### config.mk
export PLATFORM = sky130hd
export DESIGN_NAME = sacc_ctrl
export DESIGN_NICKNAME = d
export VERILOG_FILES = /design/src/sacc_pkg.sv /design/src/sacc_ctrl.sv
export VERILOG_INCLUDE_DIRS = /design/src
export SDC_FILE = /design/constraint.sdc
export NUM_CORES = 1
export LEC_CHECK = 0
export BUFFER_PORTS_ARGS = -buffer_cell sky130_fd_sc_hd__buf_2
export CORE_AREA = 2 2 84 86
export CTS_CLUSTER_SIZE = 16
export DETAILED_ROUTE_END_ITERATION = 12
export DIE_AREA = 0 0 86 88
export PLACE_DENSITY = 0.84
export SKIP_CTS_REPAIR_TIMING = 1
export SLEW_MARGIN = 20
export SYNTH_ARGS = -nofsm -noshare
export SYNTH_HDL_FRONTEND = slang
export SYNTH_SLANG_ARGS = --single-unit
### constraint.sdc
create_clock -name i_clock -period 5.13 [get_ports i_clock]
set_clock_uncertainty 0.15 [all_clocks]
set_input_delay 0.7695 -clock i_clock [delete_from_list [all_inputs] [get_ports i_clock]]
set_output_delay 0.7695 -clock i_clock [all_outputs]
set_load 0.02 [all_outputs]
### src/sacc_regs.svh
// register offsets, reset values and timing counts for the converter control block
`ifndef SACC_REGS_SVH
`define SACC_REGS_SVH
`define SACC_ADDR_PORT_DIR 16'hFF22
`define SACC_ADDR_CHAN_SEL 16'hFF29
`define SACC_ADDR_PIN_FUNC 16'hFF2F
`define SACC_ADDR_MODE 16'hFF30
`define SACC_ADDR_RES_LO 16'hFF08
`define SACC_ADDR_RES_HI 16'hFF09
`define SACC_RST_PORT_DIR 8'hFF
`define SACC_RST_CHAN_SEL 8'h00
`define SACC_RST_PIN_FUNC 8'h00
`define SACC_MODE_START 7
`define SACC_MODE_CMP_EN 0
`define SACC_PIN_FUNC_MAX 4'h8
`define SACC_SAMPLE_CYCLES 8'h18
`endif

### src/sacc_pkg.sv
// types shared by the converter control block
package sacc_pkg;
    typedef struct packed {
        logic [15:0] addr;
        logic [7:0] wdata;
        logic wr;
        logic rd;
    } sacc_bus_req_t;
    typedef enum logic [1:0] {SACC_IDLE, SACC_SAMPLE, SACC_APPROX, SACC_DONE} sacc_state_t;
endpackage

### src/sacc_ctrl.sv
// channel, pin function and successive approximation control for an eight-input converter
// Summary of operation
// - low three channel bits pick one input
// - channel or pin function write inserts wait
// - pin function k makes lowest k pins digital
// - direction bit 1 input, 0 output; reset ones
// - convert analog input pin only when selected
// - sample fixed time, then hold until done
// - start with bit 9 at half reference
// - bits 8..0 set, compare, keep or clear
// - after ten compares transfer result, raise irq
// - repeat back to back while start set
// - channel write aborts and restarts conversion
// - start cleared stops at once, result kept
// - wide result left aligned, byte holds top
`timescale 1ns/1ps
`include "sacc_regs.svh"
module sacc_ctrl #(
    parameter int RES_BITS = 10
) (
    input wire logic i_clock,
    input wire logic i_reset_n,
    input wire sacc_pkg::sacc_bus_req_t i_bus,
    input wire logic i_cmp_above,
    output logic [7:0] o_rdata,
    output logic o_wait,
    output logic [9:0] o_trial_code,
    output logic o_sample,
    output logic o_cmp_enable,
    output logic [7:0] o_analog_sel,
    output logic [7:0] o_digital_pin,
    output logic [7:0] o_output_buf_en,
    output logic o_conversion_end_irq
);
    import sacc_pkg::*;

    // the approximation datapath is built for exactly ten bits
    if (RES_BITS != 10) begin : g_res_check
        $error("only a ten-bit approximation is supported");
    end

    logic [7:0] port_direction_reg, next_port_direction_reg;
    logic [2:0] channel_select_reg, next_channel_select_reg;
    logic [3:0] pin_function_reg, next_pin_function_reg;
    logic conversion_start, next_conversion_start;
    logic comparator_enable, next_comparator_enable;
    logic [4:0] conv_time_sel, next_conv_time_sel;
    logic [9:0] approximation_reg, next_approximation_reg;
    logic [9:0] result_reg, next_result_reg;
    logic [3:0] bit_idx, next_bit_idx;
    logic [7:0] sample_cnt, next_sample_cnt;
    logic [3:0] approx_len, next_approx_len;
    sacc_state_t state, next_state;
    logic irq, next_irq;
    logic wait_q, next_wait_q;
    logic [7:0] rdata, next_rdata;
    logic wr_chan, wr_pin;

    // pin k of the shared port is digital when k is below the configured count
    function automatic logic [7:0] digital_mask(input logic [3:0] k);
        logic [7:0] m;
        m = 8'h00;
        for (int i = 0; i < 8; i++) begin
            m[i] = (4'(i) < k);
        end
        return m;
    endfunction

    assign wr_chan = i_bus.wr && (i_bus.addr == `SACC_ADDR_CHAN_SEL);
    assign wr_pin = i_bus.wr && (i_bus.addr == `SACC_ADDR_PIN_FUNC);

    // register writes and conversion sequencing
    always_comb begin
        next_port_direction_reg = port_direction_reg;
        next_channel_select_reg = channel_select_reg;
        next_pin_function_reg = pin_function_reg;
        next_conversion_start = conversion_start;
        next_comparator_enable = comparator_enable;
        next_conv_time_sel = conv_time_sel;
        next_approximation_reg = approximation_reg;
        next_result_reg = result_reg;
        next_bit_idx = bit_idx;
        next_sample_cnt = sample_cnt;
        next_state = state;
        next_irq = 1'b0;
        next_wait_q = 1'b0;
        next_rdata = rdata;
        // counts approximation cycles so the ten-step check needs no long repetition
        next_approx_len = (state == SACC_APPROX) ? approx_len + 4'h1 : 4'h0;
        if (i_bus.wr) begin
            case (i_bus.addr)
                `SACC_ADDR_PORT_DIR: next_port_direction_reg = i_bus.wdata;
                `SACC_ADDR_CHAN_SEL: next_channel_select_reg = i_bus.wdata[2:0];
                `SACC_ADDR_PIN_FUNC: begin
                    // prohibited codes are ignored so the decode never goes out of range
                    if (i_bus.wdata[3:0] <= `SACC_PIN_FUNC_MAX) begin
                        next_pin_function_reg = i_bus.wdata[3:0];
                    end
                end
                `SACC_ADDR_MODE: begin
                    next_conversion_start = i_bus.wdata[`SACC_MODE_START];
                    next_comparator_enable = i_bus.wdata[`SACC_MODE_CMP_EN];
                    next_conv_time_sel = i_bus.wdata[5:1];
                end
                default: ;
            endcase
        end
        // one wait cycle per channel or pin function write
        next_wait_q = (wr_chan || wr_pin) && !wait_q;
        if (i_bus.rd) begin
            case (i_bus.addr)
                `SACC_ADDR_PORT_DIR: next_rdata = port_direction_reg;
                `SACC_ADDR_CHAN_SEL: next_rdata = {5'h00, channel_select_reg};
                `SACC_ADDR_PIN_FUNC: next_rdata = {4'h0, pin_function_reg};
                `SACC_ADDR_MODE: next_rdata = {conversion_start, 1'b0, conv_time_sel,
                    comparator_enable};
                `SACC_ADDR_RES_LO: next_rdata = {result_reg[1:0], 6'h00};
                `SACC_ADDR_RES_HI: next_rdata = result_reg[9:2];
                default: next_rdata = 8'h00;
            endcase
        end
        case (state)
            SACC_IDLE: begin
                if (conversion_start) begin
                    next_state = SACC_SAMPLE;
                    next_sample_cnt = 8'h00;
                end
            end
            SACC_SAMPLE: begin
                next_sample_cnt = sample_cnt + 8'h01;
                if (sample_cnt == `SACC_SAMPLE_CYCLES - 8'h01) begin
                    next_state = SACC_APPROX;
                    next_bit_idx = 4'h9;
                    next_approximation_reg = 10'h200;
                end
            end
            SACC_APPROX: begin
                // keep the trial bit when the held input is at or above the tap
                next_approximation_reg[bit_idx] = i_cmp_above;
                if (bit_idx == 4'h0) begin
                    next_state = SACC_DONE;
                end else begin
                    next_approximation_reg[bit_idx - 4'h1] = 1'b1;
                    next_bit_idx = bit_idx - 4'h1;
                end
            end
            SACC_DONE: begin
                next_result_reg = approximation_reg;
                next_irq = 1'b1;
                next_state = SACC_SAMPLE;
                next_sample_cnt = 8'h00;
            end
            default: next_state = SACC_IDLE;
        endcase
        // clearing start stops at once; the last result is left untouched
        if (!next_conversion_start) begin
            next_state = SACC_IDLE;
            next_irq = 1'b0;
            next_result_reg = result_reg;
        end else if (wr_chan && state != SACC_IDLE) begin
            next_state = SACC_SAMPLE;
            next_sample_cnt = 8'h00;
            next_irq = 1'b0;
            next_result_reg = result_reg;
        end
    end

    // state registers
    always_ff @(posedge i_clock) begin
        if (!i_reset_n) begin
            port_direction_reg <= `SACC_RST_PORT_DIR;
            channel_select_reg <= 3'h0;
            pin_function_reg <= 4'h0;
            conversion_start <= 1'b0;
            comparator_enable <= 1'b0;
            conv_time_sel <= 5'h00;
            approximation_reg <= 10'h000;
            result_reg <= 10'h000;
            bit_idx <= 4'h0;
            sample_cnt <= 8'h00;
            approx_len <= 4'h0;
            state <= SACC_IDLE;
            irq <= 1'b0;
            wait_q <= 1'b0;
            rdata <= 8'h00;
        end else begin
            port_direction_reg <= next_port_direction_reg;
            channel_select_reg <= next_channel_select_reg;
            pin_function_reg <= next_pin_function_reg;
            conversion_start <= next_conversion_start;
            comparator_enable <= next_comparator_enable;
            conv_time_sel <= next_conv_time_sel;
            approximation_reg <= next_approximation_reg;
            result_reg <= next_result_reg;
            bit_idx <= next_bit_idx;
            sample_cnt <= next_sample_cnt;
            approx_len <= next_approx_len;
            state <= next_state;
            irq <= next_irq;
            wait_q <= next_wait_q;
            rdata <= next_rdata;
        end
    end

    // pin and analog side outputs
    always_comb begin
        o_digital_pin = digital_mask(pin_function_reg);
        o_output_buf_en = ~port_direction_reg & o_digital_pin;
        o_analog_sel = 8'h00;
        // only an analog input-mode pin reaches the converter
        o_analog_sel[channel_select_reg] = ~o_digital_pin[channel_select_reg]
            & port_direction_reg[channel_select_reg];
    end

    assign o_wait = (wr_chan || wr_pin) && !wait_q;
    assign o_trial_code = approximation_reg;
    assign o_sample = (state == SACC_SAMPLE);
    assign o_cmp_enable = comparator_enable;
    assign o_conversion_end_irq = irq;
    assign o_rdata = rdata;
endmodule

Word level (Yosys, flattened, before mapping)
Index checks and enable logic that the tools add are counted.

operators by class
  add/subtract/negate cells = 2
  multipliers = 0
  divide/modulo/power cells = 0
  $lt $le $gt $ge = 15
  eq/ne operators = 17
  shift operators = 0
  mux-type cells = 30
  bitwise operators = 9
  reduce and logical (&&, ||, !) cells = 24

operators by type and width
  cell                                                                                 count
  16-bit == test, second input constant                                                6
  8-bit case mux with 6 select lines                                                   1
  8-bit two-way mux                                                                    3
  8-bit case mux with 3 select lines                                                   1
  10-bit two-way mux                                                                   2
  10-bit case mux with 2 select lines                                                  1
  8-bit AND                                                                            2
  3-bit by 4-bit less-than comparator with 1-bit output, first input constant          4
  3-bit AND reduction                                                                  5
  10-bit bitwise mux                                                                   1
  4-bit by 5-bit less-than comparator with 1-bit output, second input constant         2
  10-bit OR                                                                            1
  2-bit AND reduction                                                                  5
  1-bit two-way mux                                                                    9
  8-bit by 1-bit adder with 8-bit output, second input constant                        1
  1-bit demux with 4-bit select                                                        2
  8-bit by 5-bit == test with 1-bit output, second input constant                      1
  4-bit by 1-bit greater-or-equal comparator with 1-bit output, second input constant  2
  1-bit by 4-bit less-than comparator with 1-bit output, first input constant          2
  2-bit by 4-bit less-than comparator with 1-bit output, first input constant          2
  4-bit two-way mux                                                                    2
  8-bit NOT                                                                            1
  2-bit case mux with 4 select lines                                                   1
  4-bit case mux with 2 select lines                                                   1
  22 further kinds                                                                     39

word-level totals
  register bits = 66
  latch bits = 0
  RAM bits = 0
  bits in read-only memories = 0
  input port bits = 29
  output and inout port bits = 46
  word-level logic and storage cells = 112
  memories = 0

Depth between registers and ports, before layout
  word-level depth = 8
  mapped depth = 8
  gate-level depth less buffers = 8

Worst setup path after synthesis
No wires, ideal clock.

  path kind = input-to-output
  from = input port i_bus[14] (netlist name)
  to = output port o_wait
  data arrival time = 2.197 ns
  slack = 2.013 ns
  stages on the path = 3
  path through = nor4b_4 nand3_2 nor4b_1

between the ends
  cells in the longest elaborated chain, start to end = 4
  elaborated cells on any way between the ends = 6
  those cells by class = eq/ne: 2; reduce/logical: 4

ends and longest elaborated chain
  item                                  line                              RTL
  start: declaration                    sacc_ctrl.sv:23                   input wire sacc_pkg::sacc_bus_req_t i_bus,
  16-bit == test                        --
  1-bit logical AND (on tied branches)  sacc_ctrl.sv:69, sacc_ctrl.sv:70
  1-bit logical OR (*)                  sacc_ctrl.sv:215                  assign o_wait = (wr_chan || wr_pin) && !wait_q;
  1-bit logical AND (*)                 sacc_ctrl.sv:215
  end: declaration                      sacc_ctrl.sv:26                   output logic o_wait,

Every way passes the cells marked *; elsewhere a longest branch is shown, timed or not.

Worst setup path in the final report
  from = register channel_select_reg[0]
  to = output port o_analog_sel[3]

between the ends
  cells in the longest elaborated chain, start to end = 5
  elaborated cells on any way between the ends = 12
  those cells by class = order compare: 2; mux: 6; bitwise: 3; reduce/logical: 1

ends and longest elaborated chain
  item                                                                                                       line                                RTL
  start: declaration                                                                                         sacc_ctrl.sv:43                     logic [2:0] channel_select_reg, next_channel_select_reg;
  start signal: assignment                                                                                   sacc_ctrl.sv:188                    channel_select_reg <= next_channel_select_reg;
  3-bit by 4-bit less-than comparator with 1-bit output (not written as such), or another cell as far along  sacc_ctrl.sv:211                    o_analog_sel[channel_select_reg] = ~o_digital_pin[channel_select_reg]
  1-bit logical AND (not written as such) or 1-bit two-way mux (tied branches)                               sacc_ctrl.sv:211
  1-bit two-way mux (not written as such) or 1-bit NOT (tied branches)                                       sacc_ctrl.sv:211
  1-bit demux with 3-bit select or 1-bit AND (tied branches)                                                 sacc_ctrl.sv:211, sacc_ctrl.sv:212
  8-bit AND (no line) (*)                                                                                    --
  end: declaration                                                                                           sacc_ctrl.sv:30                     output logic [7:0] o_analog_sel,

Every way passes the cells marked *; elsewhere a longest branch is shown, timed or not. The select of a mux whose other input is x is not followed.

==> results.toml <==
[run_status]
status = "complete, no violations"

[yosys]
yosys-top-cells-area = "dfxtp_1 (34%), nand2_1 (7.1%), mux2i_1 (6.6%)"
seq_area_frac_synth_pct = 33.7
ys.flop_type = "dfxtp_1"
synthArstFlopShare_pct = 0
synth-seq-cells = 66
synth_enable_flop_cells = 0
netlist_area_mm2 = 0.00392
synth_top_area_share_pct = 33.7
synth_top_area_cell = "dfxtp_1"
ys_types = 66
avgSynthCellArea_um2 = 8.29
synthesis.nets = 515
ys_warn_count = 0
synth_cells = 473

[cts]
clkTransAtPathRegs_ns = 0.07
clockBufferDepth = 2
numCtsBuffers = 9
htree_levels = 3
numClockSinks = 66
cts_root_buffer = "clkbuf_8"
cts_tree = "yes"
clock_latency_ns = 0.36

[grt]
grt_start_max_net_pins = 67
antenna_found_initial = 0
grt_usage_pct = 26.2
grt_pass1_wl_um = 15800
grt_pass1_vias = 3392
overflow = 0

[routing]
drt-vias-per-instance = 5.96
routedWlPerCell_um = 15.9
drt_first_pass_iters = 4
ant_nets = 0
drt_iter0_drc = 201
drc = 0
routed_wirelength_um = 9780
vias = 3666

[placed_design]
io_buffers = 74
placed_cell_area_mm2 = 0.00427
hpwl_um = 7180
gp_congestion = 0.911

[power_and_ir_drop]
swShare_pct = 22.9
p_seq_share_pct = 49.1
p_sw_mw = 0.239
p_comb_share_pct = 3.8
p_int_mw = 0.804
p_leak_nw = 1.83
irDropWorstVdd_mv = 0.175
power_density_mw_per_mm2 = 232
clock_power_share_pct = 47.1

[critical_path]
worstSetupPathType = "reg -> out"
startpoint_type = "register"
crit_end = "o_analog_sel[3]"
crit_start = "channel_select_reg[0]"
arrival_ns = 2.58
required_ns = 4.21
regToRegSetupSlack_ns = 2.59
cp-end-kind = "primary output"
critPathMaxFanout = 15
timing.rr.end = "bit_idx[3]"
r2r-start = "sample_cnt[0]"
worst-r2r-cell-count = 7

[timing]
finalSetupViolations = 0
timing.final.max_slew_violations = 0
worst_pin_slew_ns = 1.02
rsz0062_at_grt = "no"
min_period_ns = 3.50
fmax_ghz = 0.286
finalCritPeriodShare_pct = 68.2
fin_setup_tns_ns = 0
maxSlewHeadroom_pct = 31.8
report.final.hold_viol_count = 0

[floorplan]
io_pins = 75
start_util_pct = 59.0
core_region_area_mm2 = 0.00664
rows = 30
fp.dieH_um = 88
design.die.area_mm2 = 0.00757
die_width_um = 86

[layout]
final_nets = 572
drive_gt1_share_pct = 20.7
layout_common_cells = "nand2_1 (74), buf_2 (74), dfxtp_1 (66)"
syn2layout_area_growth_pct = 14.6
n_antenna_cell = 0
fin_area_mm2 = 0.00449

[hold_path]
min_path_cells = 2
min_from = "result_reg[0]"
min_path_type = "reg -> reg"

[run]
drv_cap = 0
==> stage by stage <==
step	hold slack, ns	util, %	worst slack [ns]	power (mW)	cells
2_1_floorplan	0.281	-	2.01	0.542	473
3_3_place_gp	0.293	64.2	2.09	0.562	599
3_5_place_dp	0.303	64.2	2.03	0.563	599
4_1_cts	0.312	67.6	1.65	1.05	615
5_1_grt	0.330	67.6	1.49	1.07	615
6_report	0.318	67.6	1.63	1.04	615
==> power by group through the flow <==
stage | Sequential [mW] | Combinational (mW) | Clock [mW]
floorplan | 0.524 | 0.0184 | 0
global placement | 0.524 | 0.0379 | 0
detailed placement | 0.524 | 0.0392 | 0
CTS | 0.512 | 0.0393 | 0.497
global route | 0.512 | 0.0428 | 0.519
finish | 0.512 | 0.0396 | 0.492
==> routing by layer <==
layer | vias to the layer above | routed length (um) | global-route usage [%]
met5 | - | 0 | 0
met2 | 122 | 5020 | 46.7
met1 | 1704 | 4040 | 30.2
met4 | 0 | 268 | 13.0
li1 | 1818 | - | -
met3 | 22 | 446 | 4.81
==> layout make-up <==
class | count | area, um^2
clock inverters | 7 | 100
multi-input cells | 361 | 2410
inverters | 18 | 67.6
flip-flops and latches | 66 | 1320
repair buffers | 74 | 370
well taps | 80 | 100
fillers | 549 | 2150
clock buffers | 9 | 124
==> worst min path at each step <==
stage | end | slack (ns)
after floorplan | result_reg[0] | 0.28
after global placement | result_reg[1] | 0.29
after detailed placement | result_reg[0] | 0.30
after CTS | result_reg[0] | 0.31
after global routing | result_reg[0] | 0.33
final | result_reg[0] | 0.32
==> kinds of logic after synthesis <==
logic type	share of synthesized area (%)
adder cells (fa/ha/maj)	4.40
buffers and inverters	4.88
XOR/XNOR	0.447
multiplexers	8.08
AO/OA/AOI/OAI	19.1
flip-flops	33.7
AND/OR/NAND/NOR	29.4
==> critical path: stages, from the launching register on <==
cell and delay (ns):
dfxtp_1 0.58, nor2b_1 0.10, maj3_1 0.39, nor3_1 0.17
a21oi_1 0.12, or4_1 0.48, nor3b_1 0.21, buf_2 0.19
==> synthesized netlist by cell type (all sizes together) (4+ instances only) <==
library cell  count
buf               7
nor2             19
a22oi             9
nor4              5
o22ai             7
nor2b            28
clkbuf           21
nand4             4
a21boi           10
o2bb2ai           4
dfxtp            66
nor3b             5
o21ai            21
inv              18
nand2            74
a31oi             4
and4              6
nand3            18
nor3              7
a221oi            6
mux2i            27
ha               13
and3              7
and2             16
a21oi            20
Note: power is estimated with default switching activity, not from simulation.
